File: config.mk
export PLATFORM = sky130hd
export DESIGN_NAME = tcb_timer
export DESIGN_NICKNAME = d
export VERILOG_FILES = /design/src/design/tcb_pkg.sv /design/src/design/tcb_tick_if.sv /design/src/design/tcb_prescaler.sv /design/src/design/tcb_timer.sv
export SDC_FILE = /design/constraint.sdc
export NUM_CORES = 1
export LEC_CHECK = 0
export BUFFER_PORTS_ARGS = -buffer_cell sky130_fd_sc_hd__buf_2
export CAP_MARGIN = 0
export CORE_MARGIN = 1
export CORE_UTILIZATION = 55
export CTS_CLUSTER_DIAMETER = 50
export DETAILED_ROUTE_END_ITERATION = 8
export PLACE_DENSITY = 0.78
export SLEW_MARGIN = 20
export SYNTH_ARGS = -nofsm -noshare
export SYNTH_HDL_FRONTEND = slang
export SYNTH_SLANG_ARGS = --single-unit
File: constraint.sdc
create_clock -name pclk -period 2.7 [get_ports pclk]
set_clock_uncertainty 0.15 [all_clocks]
set_input_delay 0.54 -clock pclk [delete_from_list [all_inputs] [get_ports pclk]]
set_output_delay 0.54 -clock pclk [all_outputs]
set_load 0.01 [all_outputs]
File: src/design/tcb_pkg.sv
// constants, register map and command codes for the timer control b block
// assumes a 32-bit apb slave on a single pclk domain
package tcb_pkg;

	localparam int CNT_W = 16;
	localparam int NUM_CC = 2;
	localparam int PSC_W = 3;
	localparam int DIV_W = 8;

	// register byte offsets
	localparam logic [7:0] OFF_SET_VIEW = 8'h00;
	localparam logic [7:0] OFF_CLR_VIEW = 8'h04;
	localparam logic [7:0] OFF_CONTROL = 8'h08;
	localparam logic [7:0] OFF_COUNT = 8'h0c;
	localparam logic [7:0] OFF_CYC_VAL = 8'h10;
	localparam logic [7:0] OFF_CYC_BUF = 8'h14;
	localparam logic [7:0] OFF_CC_BUF0 = 8'h18;
	localparam logic [7:0] OFF_CC_VAL0 = 8'h20;
	localparam logic [7:0] OFF_STATUS = 8'h28;

	// control b fields
	localparam int CB_DIR = 0;
	localparam int CB_BUFFER_UPDATE_LOCK = 1;
	localparam int CB_SINGLE_RUN_BIT = 2;
	localparam int CB_CMD_LO = 5;
	localparam int CB_CMD_HI = 7;

	// control register fields
	localparam int CT_ENABLE = 0;
	localparam int CT_CAPTURE = 1;
	localparam int CT_PSC_LO = 4;
	localparam int CT_PSC_HI = 6;

	// status fields
	localparam int ST_STOPPED = 0;

	typedef enum logic [2:0] {
		CMD_NONE = 3'h0,
		CMD_RETRIGGER = 3'h1,
		CMD_STOP = 3'h2,
		CMD_UPDATE = 3'h3
	} tcb_cmd_t;

	localparam logic [2:0] CMD_ZERO = 3'h0;
	localparam logic [7:0] TIMER_CONTROL_B_RESET = 8'h00;
	localparam logic [7:0] CONTROL_RESET = 8'h00;
	localparam logic [CNT_W-1:0] CYC_RESET = 16'hffff;
	localparam logic [CNT_W-1:0] CNT_RESET = 16'h0000;
	localparam logic [CNT_W-1:0] CC_RESET = 16'h0000;
	localparam logic [DIV_W-1:0] DIV_ONE = 8'h01;
	localparam logic [DIV_W-1:0] DIV_ZERO = 8'h00;

endpackage

File: src/design/tcb_tick_if.sv
// carries prescaler setup and the prescaled tick between timer and prescaler
// assumes both ends run on pclk
`timescale 1ns/100ps
`default_nettype none
interface tcb_tick_if;
	logic                      run;
	logic [tcb_pkg::PSC_W-1:0] sel;
	logic                      tick;

	modport timer (output run, output sel, input tick);
	modport presc (input run, input sel, output tick);
endinterface
`default_nettype wire

File: src/design/tcb_prescaler.sv
// prescaler: one-cycle tick every 2**sel pclk cycles while run is high
// assumes sel changes only while the timer is idle, otherwise one period may be short
`timescale 1ns/100ps
`default_nettype none
module tcb_prescaler
(
	// clock and reset
	input  wire logic     pclk,
	input  wire logic     presetn,
	// link to timer
	tcb_tick_if.presc     tk
);
	logic [tcb_pkg::DIV_W-1:0] div_ff;
	logic [tcb_pkg::DIV_W-1:0] nxt_div;
	logic                      tick_ff;
	logic                      nxt_tick;
	logic [tcb_pkg::DIV_W-1:0] limit;

	always_comb
	begin
		limit = (tcb_pkg::DIV_ONE << tk.sel) - tcb_pkg::DIV_ONE;
		nxt_div = div_ff;
		nxt_tick = 1'b0;
		if (!tk.run)
		begin
			nxt_div = tcb_pkg::DIV_ZERO;
		end
		else if (div_ff >= limit)
		begin
			nxt_div = tcb_pkg::DIV_ZERO;
			nxt_tick = 1'b1;
		end
		else
		begin
			nxt_div = div_ff + tcb_pkg::DIV_ONE;
		end
	end

	always_ff @(posedge pclk or negedge presetn)
	begin
		if (!presetn)
		begin
			div_ff <= tcb_pkg::DIV_ZERO;
			tick_ff <= 1'b0;
		end
		else
		begin
			div_ff <= nxt_div;
			tick_ff <= nxt_tick;
		end
	end

	assign tk.tick = tick_ff;
endmodule
`default_nettype wire

File: src/design/tcb_timer.sv
// timer/counter with set and clear views of control b, apb slave
// assumes an apb3 master on pclk; capture_in is asynchronous
//
// Summary of operation
// - clear view at 0x04 clears control bits by writing ones, no read-modify-write.
// - set and clear views read back one shared control b register.
// - a command in bits 7:5 runs on the next prescaled tick.
// - the command field reads zero once the command has run.
// - writing zero to the command field through the clear view changes nothing.
// - writing a one to any command bit through the clear view cancels it.
// - zero written to single-run, lock or direction through clear view has no effect.
// - a one written to bit 2 through the clear view disables single-run.
// - single-run off wraps and continues; on wraps then stops.
// - lock set blocks buffer-to-active copy on hardware update; clear allows it.
// - the lock has no effect while input capture is enabled.
// - a one written to the lock through the clear view clears the lock.
// - bit 0 selects the counting direction.
`timescale 1ns/100ps
`default_nettype none
module tcb_timer
(
	// clock and reset
	input  wire logic        pclk,
	input  wire logic        presetn,
	// apb slave
	input  wire logic        psel,
	input  wire logic        penable,
	input  wire logic        pwrite,
	input  wire logic [7:0]  paddr,
	input  wire logic [31:0] pwdata,
	output logic [31:0]      prdata,
	output logic             pready,
	output logic             pslverr,
	// timer pins
	input  wire logic        capture_in,
	output logic [1:0]       wave_out,
	output logic             update_out
);
	localparam int NC = tcb_pkg::NUM_CC;
	localparam int CW = tcb_pkg::CNT_W;

	tcb_tick_if tk();

	tcb_prescaler u_presc
	(
		.pclk    (pclk),
		.presetn (presetn),
		.tk      (tk)
	);

	function automatic logic hit(input logic [7:0] a, input logic [7:0] off);
		hit = (a == off);
	endfunction

	// apb front end: answer in the first access cycle, data registered in setup
	logic          rdy_ff, nxt_rdy;
	logic          err_ff, nxt_err;
	logic [31:0]   rdata_ff, nxt_rdata;
	logic          wr_en;
	logic          mapped;

	// control state
	logic [7:0]    timer_control_b_ff, nxt_timer_control_b;
	logic [7:0]    control_ff, nxt_control;
	logic [CW-1:0] count_ff, nxt_count;
	logic [CW-1:0] cyc_ff, nxt_cyc;
	logic [CW-1:0] cyc_buf_ff, nxt_cyc_buf;
	logic [CW-1:0] cc_ff [NC];
	logic [CW-1:0] nxt_cc [NC];
	logic [CW-1:0] cc_buf_ff [NC];
	logic [CW-1:0] nxt_cc_buf [NC];
	logic          stopped_ff, nxt_stopped;
	logic [1:0]    wave_ff, nxt_wave;
	logic          upd_ff, nxt_upd;

	// capture input synchroniser
	logic          cap_s1_ff, cap_s2_ff, cap_s3_ff, cap_lvl_ff, nxt_cap_lvl;
	logic          cap_edge;

	logic [2:0]    cmd;
	logic          wrap;
	logic          hw_update;

	assign wr_en = psel && penable && pwrite && rdy_ff && !err_ff;
	assign cmd = timer_control_b_ff[tcb_pkg::CB_CMD_HI:tcb_pkg::CB_CMD_LO];
	assign tk.run = control_ff[tcb_pkg::CT_ENABLE];
	assign tk.sel = control_ff[tcb_pkg::CT_PSC_HI:tcb_pkg::CT_PSC_LO];

	always_comb
	begin
		mapped = 1'b0;
		if (hit(paddr, tcb_pkg::OFF_SET_VIEW) || hit(paddr, tcb_pkg::OFF_CLR_VIEW) ||
			hit(paddr, tcb_pkg::OFF_CONTROL) || hit(paddr, tcb_pkg::OFF_COUNT) ||
			hit(paddr, tcb_pkg::OFF_CYC_VAL) || hit(paddr, tcb_pkg::OFF_CYC_BUF) ||
			hit(paddr, tcb_pkg::OFF_STATUS))
		begin
			mapped = 1'b1;
		end
		for (int i = 0; i < NC; i++)
		begin
			if (hit(paddr, tcb_pkg::OFF_CC_BUF0 + 8'(4 * i)) ||
				hit(paddr, tcb_pkg::OFF_CC_VAL0 + 8'(4 * i)))
			begin
				mapped = 1'b1;
			end
		end
	end

	always_comb
	begin
		nxt_rdy = 1'b0;
		nxt_err = 1'b0;
		nxt_rdata = rdata_ff;
		if (psel && !penable)
		begin
			nxt_rdy = 1'b1;
			nxt_err = !mapped;
			nxt_rdata = 32'h0000_0000;
			// both views show the one register; bits 4:3 are never stored
			if (hit(paddr, tcb_pkg::OFF_SET_VIEW) || hit(paddr, tcb_pkg::OFF_CLR_VIEW))
				nxt_rdata[7:0] = timer_control_b_ff;
			if (hit(paddr, tcb_pkg::OFF_CONTROL))
				nxt_rdata[7:0] = control_ff;
			if (hit(paddr, tcb_pkg::OFF_COUNT))
				nxt_rdata[CW-1:0] = count_ff;
			if (hit(paddr, tcb_pkg::OFF_CYC_VAL))
				nxt_rdata[CW-1:0] = cyc_ff;
			if (hit(paddr, tcb_pkg::OFF_CYC_BUF))
				nxt_rdata[CW-1:0] = cyc_buf_ff;
			if (hit(paddr, tcb_pkg::OFF_STATUS))
				nxt_rdata[tcb_pkg::ST_STOPPED] = stopped_ff;
			for (int i = 0; i < NC; i++)
			begin
				if (hit(paddr, tcb_pkg::OFF_CC_BUF0 + 8'(4 * i)))
					nxt_rdata[CW-1:0] = cc_buf_ff[i];
				if (hit(paddr, tcb_pkg::OFF_CC_VAL0 + 8'(4 * i)))
					nxt_rdata[CW-1:0] = cc_ff[i];
			end
		end
	end

	// control b: execution clears the command, a write in the same cycle wins
	always_comb
	begin
		nxt_timer_control_b = timer_control_b_ff;
		nxt_control = control_ff;
		if (tk.tick && (cmd != tcb_pkg::CMD_ZERO))
			nxt_timer_control_b[tcb_pkg::CB_CMD_HI:tcb_pkg::CB_CMD_LO] = tcb_pkg::CMD_ZERO;
		if (wr_en && hit(paddr, tcb_pkg::OFF_SET_VIEW))
		begin
			nxt_timer_control_b[2:0] = timer_control_b_ff[2:0] | pwdata[2:0];
			if (pwdata[tcb_pkg::CB_CMD_HI:tcb_pkg::CB_CMD_LO] != tcb_pkg::CMD_ZERO)
				nxt_timer_control_b[tcb_pkg::CB_CMD_HI:tcb_pkg::CB_CMD_LO] =
					pwdata[tcb_pkg::CB_CMD_HI:tcb_pkg::CB_CMD_LO];
		end
		if (wr_en && hit(paddr, tcb_pkg::OFF_CLR_VIEW))
		begin
			// ones clear, zeros leave the stored bit alone
			nxt_timer_control_b[tcb_pkg::CB_SINGLE_RUN_BIT] = timer_control_b_ff[tcb_pkg::CB_SINGLE_RUN_BIT] &
				!pwdata[tcb_pkg::CB_SINGLE_RUN_BIT];
			nxt_timer_control_b[tcb_pkg::CB_BUFFER_UPDATE_LOCK] = timer_control_b_ff[tcb_pkg::CB_BUFFER_UPDATE_LOCK] &
				!pwdata[tcb_pkg::CB_BUFFER_UPDATE_LOCK];
			nxt_timer_control_b[tcb_pkg::CB_DIR] = timer_control_b_ff[tcb_pkg::CB_DIR] &
				!pwdata[tcb_pkg::CB_DIR];
			if (pwdata[tcb_pkg::CB_CMD_HI:tcb_pkg::CB_CMD_LO] != tcb_pkg::CMD_ZERO)
				nxt_timer_control_b[tcb_pkg::CB_CMD_HI:tcb_pkg::CB_CMD_LO] = tcb_pkg::CMD_ZERO;
		end
		nxt_timer_control_b[4:3] = 2'h0;
		if (wr_en && hit(paddr, tcb_pkg::OFF_CONTROL))
		begin
			nxt_control = 8'h00;
			nxt_control[tcb_pkg::CT_ENABLE] = pwdata[tcb_pkg::CT_ENABLE];
			nxt_control[tcb_pkg::CT_CAPTURE] = pwdata[tcb_pkg::CT_CAPTURE];
			nxt_control[tcb_pkg::CT_PSC_HI:tcb_pkg::CT_PSC_LO] =
				pwdata[tcb_pkg::CT_PSC_HI:tcb_pkg::CT_PSC_LO];
		end
	end

	assign cap_edge = nxt_cap_lvl && !cap_lvl_ff;

	always_comb
	begin
		nxt_cap_lvl = cap_lvl_ff;
		if (cap_s2_ff == cap_s3_ff)
			nxt_cap_lvl = cap_s3_ff;
	end

	// counter: wrap is the hardware update condition
	always_comb
	begin
		nxt_count = count_ff;
		nxt_cyc = cyc_ff;
		nxt_cyc_buf = cyc_buf_ff;
		nxt_stopped = stopped_ff;
		nxt_upd = 1'b0;
		nxt_wave = wave_ff;
		hw_update = 1'b0;
		wrap = timer_control_b_ff[tcb_pkg::CB_DIR] ? (count_ff == tcb_pkg::CNT_RESET) :
			(count_ff >= cyc_ff);
		for (int i = 0; i < NC; i++)
		begin
			nxt_cc[i] = cc_ff[i];
			nxt_cc_buf[i] = cc_buf_ff[i];
		end
		if (wr_en && hit(paddr, tcb_pkg::OFF_CYC_BUF))
			nxt_cyc_buf = pwdata[CW-1:0];
		for (int i = 0; i < NC; i++)
		begin
			if (wr_en && hit(paddr, tcb_pkg::OFF_CC_BUF0 + 8'(4 * i)))
				nxt_cc_buf[i] = pwdata[CW-1:0];
		end
		if (tk.tick)
		begin
			unique case (tcb_pkg::tcb_cmd_t'(cmd))
				tcb_pkg::CMD_RETRIGGER:
				begin
					nxt_count = timer_control_b_ff[tcb_pkg::CB_DIR] ? cyc_ff : tcb_pkg::CNT_RESET;
					nxt_stopped = 1'b0;
				end
				tcb_pkg::CMD_STOP:
				begin
					nxt_stopped = 1'b1;
				end
				tcb_pkg::CMD_UPDATE:
				begin
					hw_update = 1'b1;
				end
				default:
				begin
					if (!stopped_ff)
					begin
						if (wrap)
						begin
							// lock only matters when compare values come from buffers
							hw_update = !timer_control_b_ff[tcb_pkg::CB_BUFFER_UPDATE_LOCK] ||
								control_ff[tcb_pkg::CT_CAPTURE];
							nxt_count = timer_control_b_ff[tcb_pkg::CB_DIR] ? cyc_ff :
								tcb_pkg::CNT_RESET;
							if (timer_control_b_ff[tcb_pkg::CB_SINGLE_RUN_BIT])
								nxt_stopped = 1'b1;
						end
						else if (timer_control_b_ff[tcb_pkg::CB_DIR])
							nxt_count = count_ff - CW'(1);
						else
							nxt_count = count_ff + CW'(1);
					end
				end
			endcase
		end
		if (hw_update)
		begin
			nxt_upd = 1'b1;
			nxt_cyc = cyc_buf_ff;
			// in capture mode compare values are never loaded from buffers; only cc_ff[0] takes captures
			if (!control_ff[tcb_pkg::CT_CAPTURE])
			begin
				for (int i = 0; i < NC; i++)
					nxt_cc[i] = cc_buf_ff[i];
			end
		end
		if (control_ff[tcb_pkg::CT_CAPTURE] && cap_edge)
			nxt_cc[0] = count_ff;
		for (int i = 0; i < NC; i++)
			nxt_wave[i] = !control_ff[tcb_pkg::CT_CAPTURE] && (count_ff < cc_ff[i]);
	end

	always_ff @(posedge pclk or negedge presetn)
	begin
		if (!presetn)
		begin
			rdy_ff <= 1'b0;
			err_ff <= 1'b0;
			rdata_ff <= 32'h0000_0000;
			timer_control_b_ff <= tcb_pkg::TIMER_CONTROL_B_RESET;
			control_ff <= tcb_pkg::CONTROL_RESET;
			count_ff <= tcb_pkg::CNT_RESET;
			cyc_ff <= tcb_pkg::CYC_RESET;
			cyc_buf_ff <= tcb_pkg::CYC_RESET;
			for (int i = 0; i < NC; i++)
			begin
				cc_ff[i] <= tcb_pkg::CC_RESET;
				cc_buf_ff[i] <= tcb_pkg::CC_RESET;
			end
			stopped_ff <= 1'b0;
			wave_ff <= 2'h0;
			upd_ff <= 1'b0;
			cap_s1_ff <= 1'b0;
			cap_s2_ff <= 1'b0;
			cap_s3_ff <= 1'b0;
			cap_lvl_ff <= 1'b0;
		end
		else
		begin
			rdy_ff <= nxt_rdy;
			err_ff <= nxt_err;
			rdata_ff <= nxt_rdata;
			timer_control_b_ff <= nxt_timer_control_b;
			control_ff <= nxt_control;
			count_ff <= nxt_count;
			cyc_ff <= nxt_cyc;
			cyc_buf_ff <= nxt_cyc_buf;
			for (int i = 0; i < NC; i++)
			begin
				cc_ff[i] <= nxt_cc[i];
				cc_buf_ff[i] <= nxt_cc_buf[i];
			end
			stopped_ff <= nxt_stopped;
			wave_ff <= nxt_wave;
			upd_ff <= nxt_upd;
			cap_s1_ff <= capture_in;
			cap_s2_ff <= cap_s1_ff;
			cap_s3_ff <= cap_s2_ff;
			cap_lvl_ff <= nxt_cap_lvl;
		end
	end

	assign prdata = rdata_ff;
	assign pready = rdy_ff;
	assign pslverr = err_ff;
	assign wave_out = wave_ff;
	assign update_out = upd_ff;
endmodule
`default_nettype wire

==> Yosys cells after proc, flatten, opt, wreduce, memory -nomap -nowiden <==
Index checks and enable logic that the tools add are counted.
Widths: inputs -> output; s select.
{ "op_classes": {"addsub": 4, "bitwise": 7, "shifts": 1, "order_cmp": 4, "n_eq_ne": 16, "n_reduce_logical": 46, "muxes": 45} }
{ "ops": {"columns": ["cell", "n"], "rows": [
  ["$mux 16", 12],
  ["$mux 32", 2],
  ["$eq 8x5->1 const B", 4],
  ["$lt 16x16->1", 2],
  ["$mux 8", 4],
  ["$pmux 16 s2", 1],
  ["$eq 8x6->1 const B", 3],
  ["$mux 3", 7],
  ["$mux 1", 17],
  ["$add 16x1->16 const B", 1],
  ["$eq 8x4->1 const B", 2],
  ["$ge 16x16->1", 1],
  ["$logic_and 1x1->1", 16],
  ["$logic_not 16->1", 1],
  ["$sub 16x1->16 const B", 1],
  ["$logic_not 1->1", 9],
  ["$logic_or 1x1->1", 9],
  ["$add 8x1->8 const B", 1],
  ["$eq 8x3->1 const B", 1],
  ["$ge 8x8->1", 1],
  ["$logic_not 8->1", 1],
  ["$shl 1x3->8 const A", 1],
  ["$sub 8x1->8 const B", 1],
  ["$eq 3x2->1 const B", 2],
  ["13 further kinds", 23]
]} }
{ "word_totals": {"register_bits": 158, "output_inout_bits": 37, "input_bits": 46, "elab_cells": 145} }

==> Depth between registers and ports, before layout <==
{ "logic_depth": {"ltp_word": 12, "depth_mapped": 12} }

==> Cells and area by module <==
A second synthesis with hierarchy kept.
{ "unflattened": {"hier_cells": 916, "area_unflattened_um2": 9207.6} }
{ "modules_own_cells": {"columns": ["mod", "area_per_inst_um2", "n_inst", "cells_per_inst", "seq_area_each_um2"], "rows": [
  ["tcb_timer", 8594.5, 1, 855, 3768.6],
  ["tcb_prescaler", 613.1, 1, 61, 225.2]
]} }

==> Worst setup path before layout <==
OpenSTA, ideal clock, no wires.
{ "synth_path": {"kind": "register to register", "start": "reg (tool-made name)", "end": "reg count_ff[15]", "path_stages_with_launch": 11, "n_path_buf": 0, "synth_period_minus_slack_ps": 2950, "t_required_ps": 2424, "t_arrival_ps": 2674, "setup_slack_ps": -250, "cell_sequence": "dfrtp_1 ha_1 or2_2 o31a_1 a41o_1 a21o_1 a211o_1 a21oi_2 xnor2_1 mux2i_1 a221o_1"} }
{ "synth_rtl": {"columns": ["item", "line_no", "text"], "rows": [
  ["to (signal assigned)", "tcb_timer.sv:276", "count_ff <= tcb_pkg::CNT_RESET;"],
  ["to (signal assigned)", "tcb_timer.sv:299", "count_ff <= nxt_count;"],
  ["to (decl)", "tcb_timer.sv:65", "logic [CW-1:0] count_ff, nxt_count;"]
]} }

==> Final worst setup path <==
{ "layout_path": {"start": "reg count_ff[8]", "end": "reg cc_ff[0] (netlist name)"} }
{ "layout_between": {"elab_chain_len": 7} }
{ "layout_lines": {"columns": ["item", "line_no", "text"], "rows": [
  ["$ge 16x16->1 or $logic_not 16->1 (tied branches)", "tcb_timer.sv:199, tcb_timer.sv:198", null],
  ["$mux 1 *", "tcb_timer.sv:198", "wrap = timer_control_b_ff[tcb_pkg::CB_DIR] ? (count_ff == tcb_pkg::CNT_RESET) :"],
  ["$mux 1 *", "tcb_timer.sv:232", "if (wrap)"],
  ["$mux 1 *", "tcb_timer.sv:230", "if (!stopped_ff)"],
  ["$pmux 1 s2 *", "tcb_timer.sv:214", "unique case (tcb_pkg::tcb_cmd_t'(cmd))"],
  ["$mux 1 *", "tcb_timer.sv:212", "if (tk.tick)"],
  ["$reduce_and 2->1 (no source line) *", null, null],
  ["to (signal, indexed assignment)", "tcb_timer.sv:281", "cc_ff[i] <= tcb_pkg::CC_RESET;"],
  ["to (signal, indexed assignment)", "tcb_timer.sv:304", "cc_ff[i] <= nxt_cc[i];"],
  ["to (decl)", "tcb_timer.sv:68", "logic [CW-1:0] cc_ff [NC];"]
]} }
Mark *: on every way between the ends. The rest lies on a longest branch, timed or not.
A chain may end at the register's enable or synchronous reset.

==> metrics.md <==
| Metric | Value |
|---|---|
| Outcome | finished with violations |
| Failing checks | setup timing |
| Crit path buffers/inverters | 1 |
| Ports | 83 |
| FF+latch count, synth | 158 |
| Synth Area in XOR/XNOR | 1.714% |
| Syn Inst Count | 916 |
| Sequential area share after synthesis | 43.43% |
| Library cells used by synthesis | 69 |
| Slowest-stage cell, CP | dfrtp_1 |
| Ant. Diodes | 0 |
| Critical R2R Launch | count_ff[8]$_DFFE_PN0P_ |
| WHS Endpoint | cap_s1_ff$_DFF_PN0_ |
| Layout cell share with drive strength beyond 1 | 38.68% |
| Hold path cells | 1 |
| Int Power | 0.004026 W |
| NumNets Final | 1194 |
| Post-Synth Simple-Gate Area | 10.49% |
| FFs w/ async S/R, synth | 100.0% |
| Count of input and output buffers | 50 |
| Tightest Pin Transition | 0.9945 ns |
| DRT iter0 DRCs | 1130 |
| Routability congestion estimate | 0.8950 |
| Final instance count without filler cells | 1307 |
| CP cell instances | nor4_2 > nand4_1 > nor4_4 > o21bai_4 > o311ai_4 > a21oi_4 > clkbuf_16 > mux2_2 |
| CTS Buf Count | 17 |
| Row Count | 46 |
| Power Density | 437.4 mW/mm² |
| Max-cap viol count | 0 |
| Final ANT Viol Nets | 0 |
| Power Total | 0.005255 W |
| Pre-CTS setup slack | -0.1686 ns |
| DR pass1 iterations | 6 |
| Worst VDD drop | 0.4927 mV |
| Post-synth EDFFs | 0 |
| Net switching power | 0.001229 W |
| Critical Path AT | 3.12 ns |
| Vias | 8543 |
| Clk pwr share | 49.2% |
| Worst reg2reg path depth | 8 |
| Min-delay src | capture_in |
| Compound-Gate Fraction of Synth Area | 19.81% |
| Net Sw Frac | 23.39% |
| Final critical-path share of the clock period | 108.6% |
| Largest family of logic cells by synthesized area | compound AO/OA/AOI/OAI gates |
| Reg2reg end | cc_ff[0]$_DFFE_PN0P_ |
| RSZ-0062 raised after global routing | yes |
| CTS tree | done |
| Clk Latency, worst-skew pair | 0.45 ns |
| Most frequent cells in the layout | dfrtp_1, buf_4, nand2_1 |
| Die footprint | 0.01724 mm² |
| Relative slew slack | 31.99% |
| Die width | 131.3 µm |
| Post-Synth Adder-Cell Area | 9.714% |
| Reg-to-reg slack, setup | -0.23 ns |
| Minimum clock period | 2.933 ns |
| DRC Markers | 0 |
| Critical path launch point type | flip-flop |
| Setup ws final | -0.2333 ns |
| Worst min path class | primary input to flip-flop |
| # setup viols final | 54 |
| Placed Cells | 1240 |
| Clk root buf | clkbuf_16 |
| Main synth FF type | dfrtp_1 |
| Sequential power share | 45.6% |
| Synthesized area per cell | 10.04 µm² |
| Most common cell after layout, fill and taps aside | dfrtp_1 |
| Fillers | 945 |
| Core area | 0.01612 mm² |
| Comb pwr share | 5.2% |
| Final Hold Fails | 0 |
| Wire length per cell | 23.43 µm |
| Post-DR vias/cell | 6.536 |
| CP Max Fanout | 6 |
| Initial antenna violation count | 0 |
| Post-placement cell area | 0.01033 mm² |
| Final slew viol count | 0 |
| Initial Util | 57.07% |
| CTS max path bufs | 2 |
| Util after Layout | 74.57% |
| Cell area after layout | 0.01202 mm² |
| Total routed wirelength | 30.63 mm |
| CP max stage delay | 0.50 ns |
| Critical path type | flip-flop to flip-flop |
| Layout area overhead | 30.67% |
| Netlist Area Pre-Place | 0.009196 mm² |
| Height of the die | 131.3 µm |
| H-tree depth | 4 |
| CP delay by family, top | simple AND/OR/NAND/NOR gates |
| Multiplexer share of the synthesized area | 9.129% |
| Total gr overflow | 0 |
| Largest net degree at the start of global routing | 61 |
| Critical Path Sink Type | flip-flop |
| CTS sink count | 158 |
| Warnings from Yosys | 0 |
| First-pass GRT wire length | 44.04 mm |
| Gr usage total | 32.67% |
| Critical Path RT | 2.88 ns |
| Pleak | 5.700 nW |
| Vias in the first global route | 8224 |
| Worst-path clk slew | 0.06 ns |
| Peak Freq | 340.9 MHz |
| Hpwl dp | 17.64 mm |
## sequential cells by signal (all words and copies together), names as in the netlist, 2 cells and up, named ones only
name and cells:
cc_ff 32, u_presc.div_ff 8, wave_out 2, cyc_ff 16
cc_buf_ff 32, control_ff 5, timer_control_b_ff 3, prdata 16
cyc_buf_ff 16, count_ff 16
## synthesized netlist by cell type, types with 11 or more instances
cell type    n  area (µm²)
dfrtp_1    126        3153
nand3_1     13       65.06
a22oi_1     27       202.7
a21o_1      24       180.2
nor2_1      43       161.4
dfstp_2     32       840.8
a21oi_1     38       190.2
o21ai_0     76       380.4
clkbuf_1    21       78.83
nand2b_1    12       75.07
buf_4       17       127.6
ha_1        69       863.3
nand2_1     91       341.6
a221oi_1    20       175.2
buf_2       12       60.06
mux2_2      55       619.3
xnor2_1     11       96.34
mux2i_1     22       220.2
o31ai_1     16       120.1
inv_1       57       214.0
## per-stage QoR
| stage | setup TNS, ns | hold WS [ns] |
|---|---|---|
| final | -6.178 | 0.04774 |
| after global placement | -4.505 | 0.1839 |
| after CTS | -5.439 | 0.05429 |
| after global routing | -11.81 | 0.04682 |
| after floorplan | -0.03797 | 0.09441 |
| after detailed placement | -5.120 | 0.1863 |
## cell families (layout without fill, tap and decap cells)
logic type,Yosys count,in the layout
xor+xnor,18,18
buf+inv,111,271
compound gates,273,273
flops,158,158
fa+ha+maj,71,71
simple gates,206,206
mux,77,77
other cells,2,17
## final cells by class
type,instances,area [µm²],area share (%)
timing repair buffer,182,1533,12.76
clock buffer,18,429.2,3.571
multi-input combinational,662,5379,44.76
inverter,57,214.0,1.781
tap,216,270.3,2.249
clock inverter,14,192.7,1.604
sequential,158,3999,33.28
## power groups by stage
stage / sequential [W] / clock (W) / combinational, W
floorplan: 0.00244 / 0 / 0.000114
global placement: 0.00243 / 0 / 0.000242
detailed placement: 0.00244 / 0 / 0.000247
CTS: 0.00239 / 0.00255 / 0.000258
global route: 0.00239 / 0.00268 / 0.000295
finish: 0.00239 / 0.00259 / 0.000276
## worst max-delay path by stage
stage                     cells after the start  slack [ns]                       end                     from
after floorplan                              10       -0.04  count_ff[15]$_DFFE_PN0P_                flip-flop
after global placement                       12       -0.14     cc_ff[23]$_DFFE_PN0P_    cyc_ff[9]$_DFFE_PN1P_
after detailed placement                     12       -0.17     cc_ff[27]$_DFFE_PN0P_    cyc_ff[9]$_DFFE_PN1P_
after CTS                                    12       -0.16     cc_ff[20]$_DFFE_PN0P_    cyc_ff[5]$_DFFE_PN1P_
after global routing                          8       -0.33      cc_ff[0]$_DFFE_PN0P_  count_ff[8]$_DFFE_PN0P_
final                                         8       -0.23      cc_ff[0]$_DFFE_PN0P_  count_ff[8]$_DFFE_PN0P_
## layer usage
metal | vias up | track usage, % | routed length [µm]
li1 | 3634 | - | -
met1 | 4195 | 41.58 | 11760
met2 | 556 | 52.28 | 14410
met3 | 158 | 6.327 | 2729
met4 | 0 | 18.41 | 1722
met5 | - | 0 | 0
## timing repair
item,CTS,global route
pin swaps,29,50
buffers inserted,15,14
cloned,6,3
hold buffers,1,0
hold endpoints to repair,45,0
setup endpoints to repair,52,75
resized for setup,93,89
Note: power is estimated with default switching activity, not from simulation.
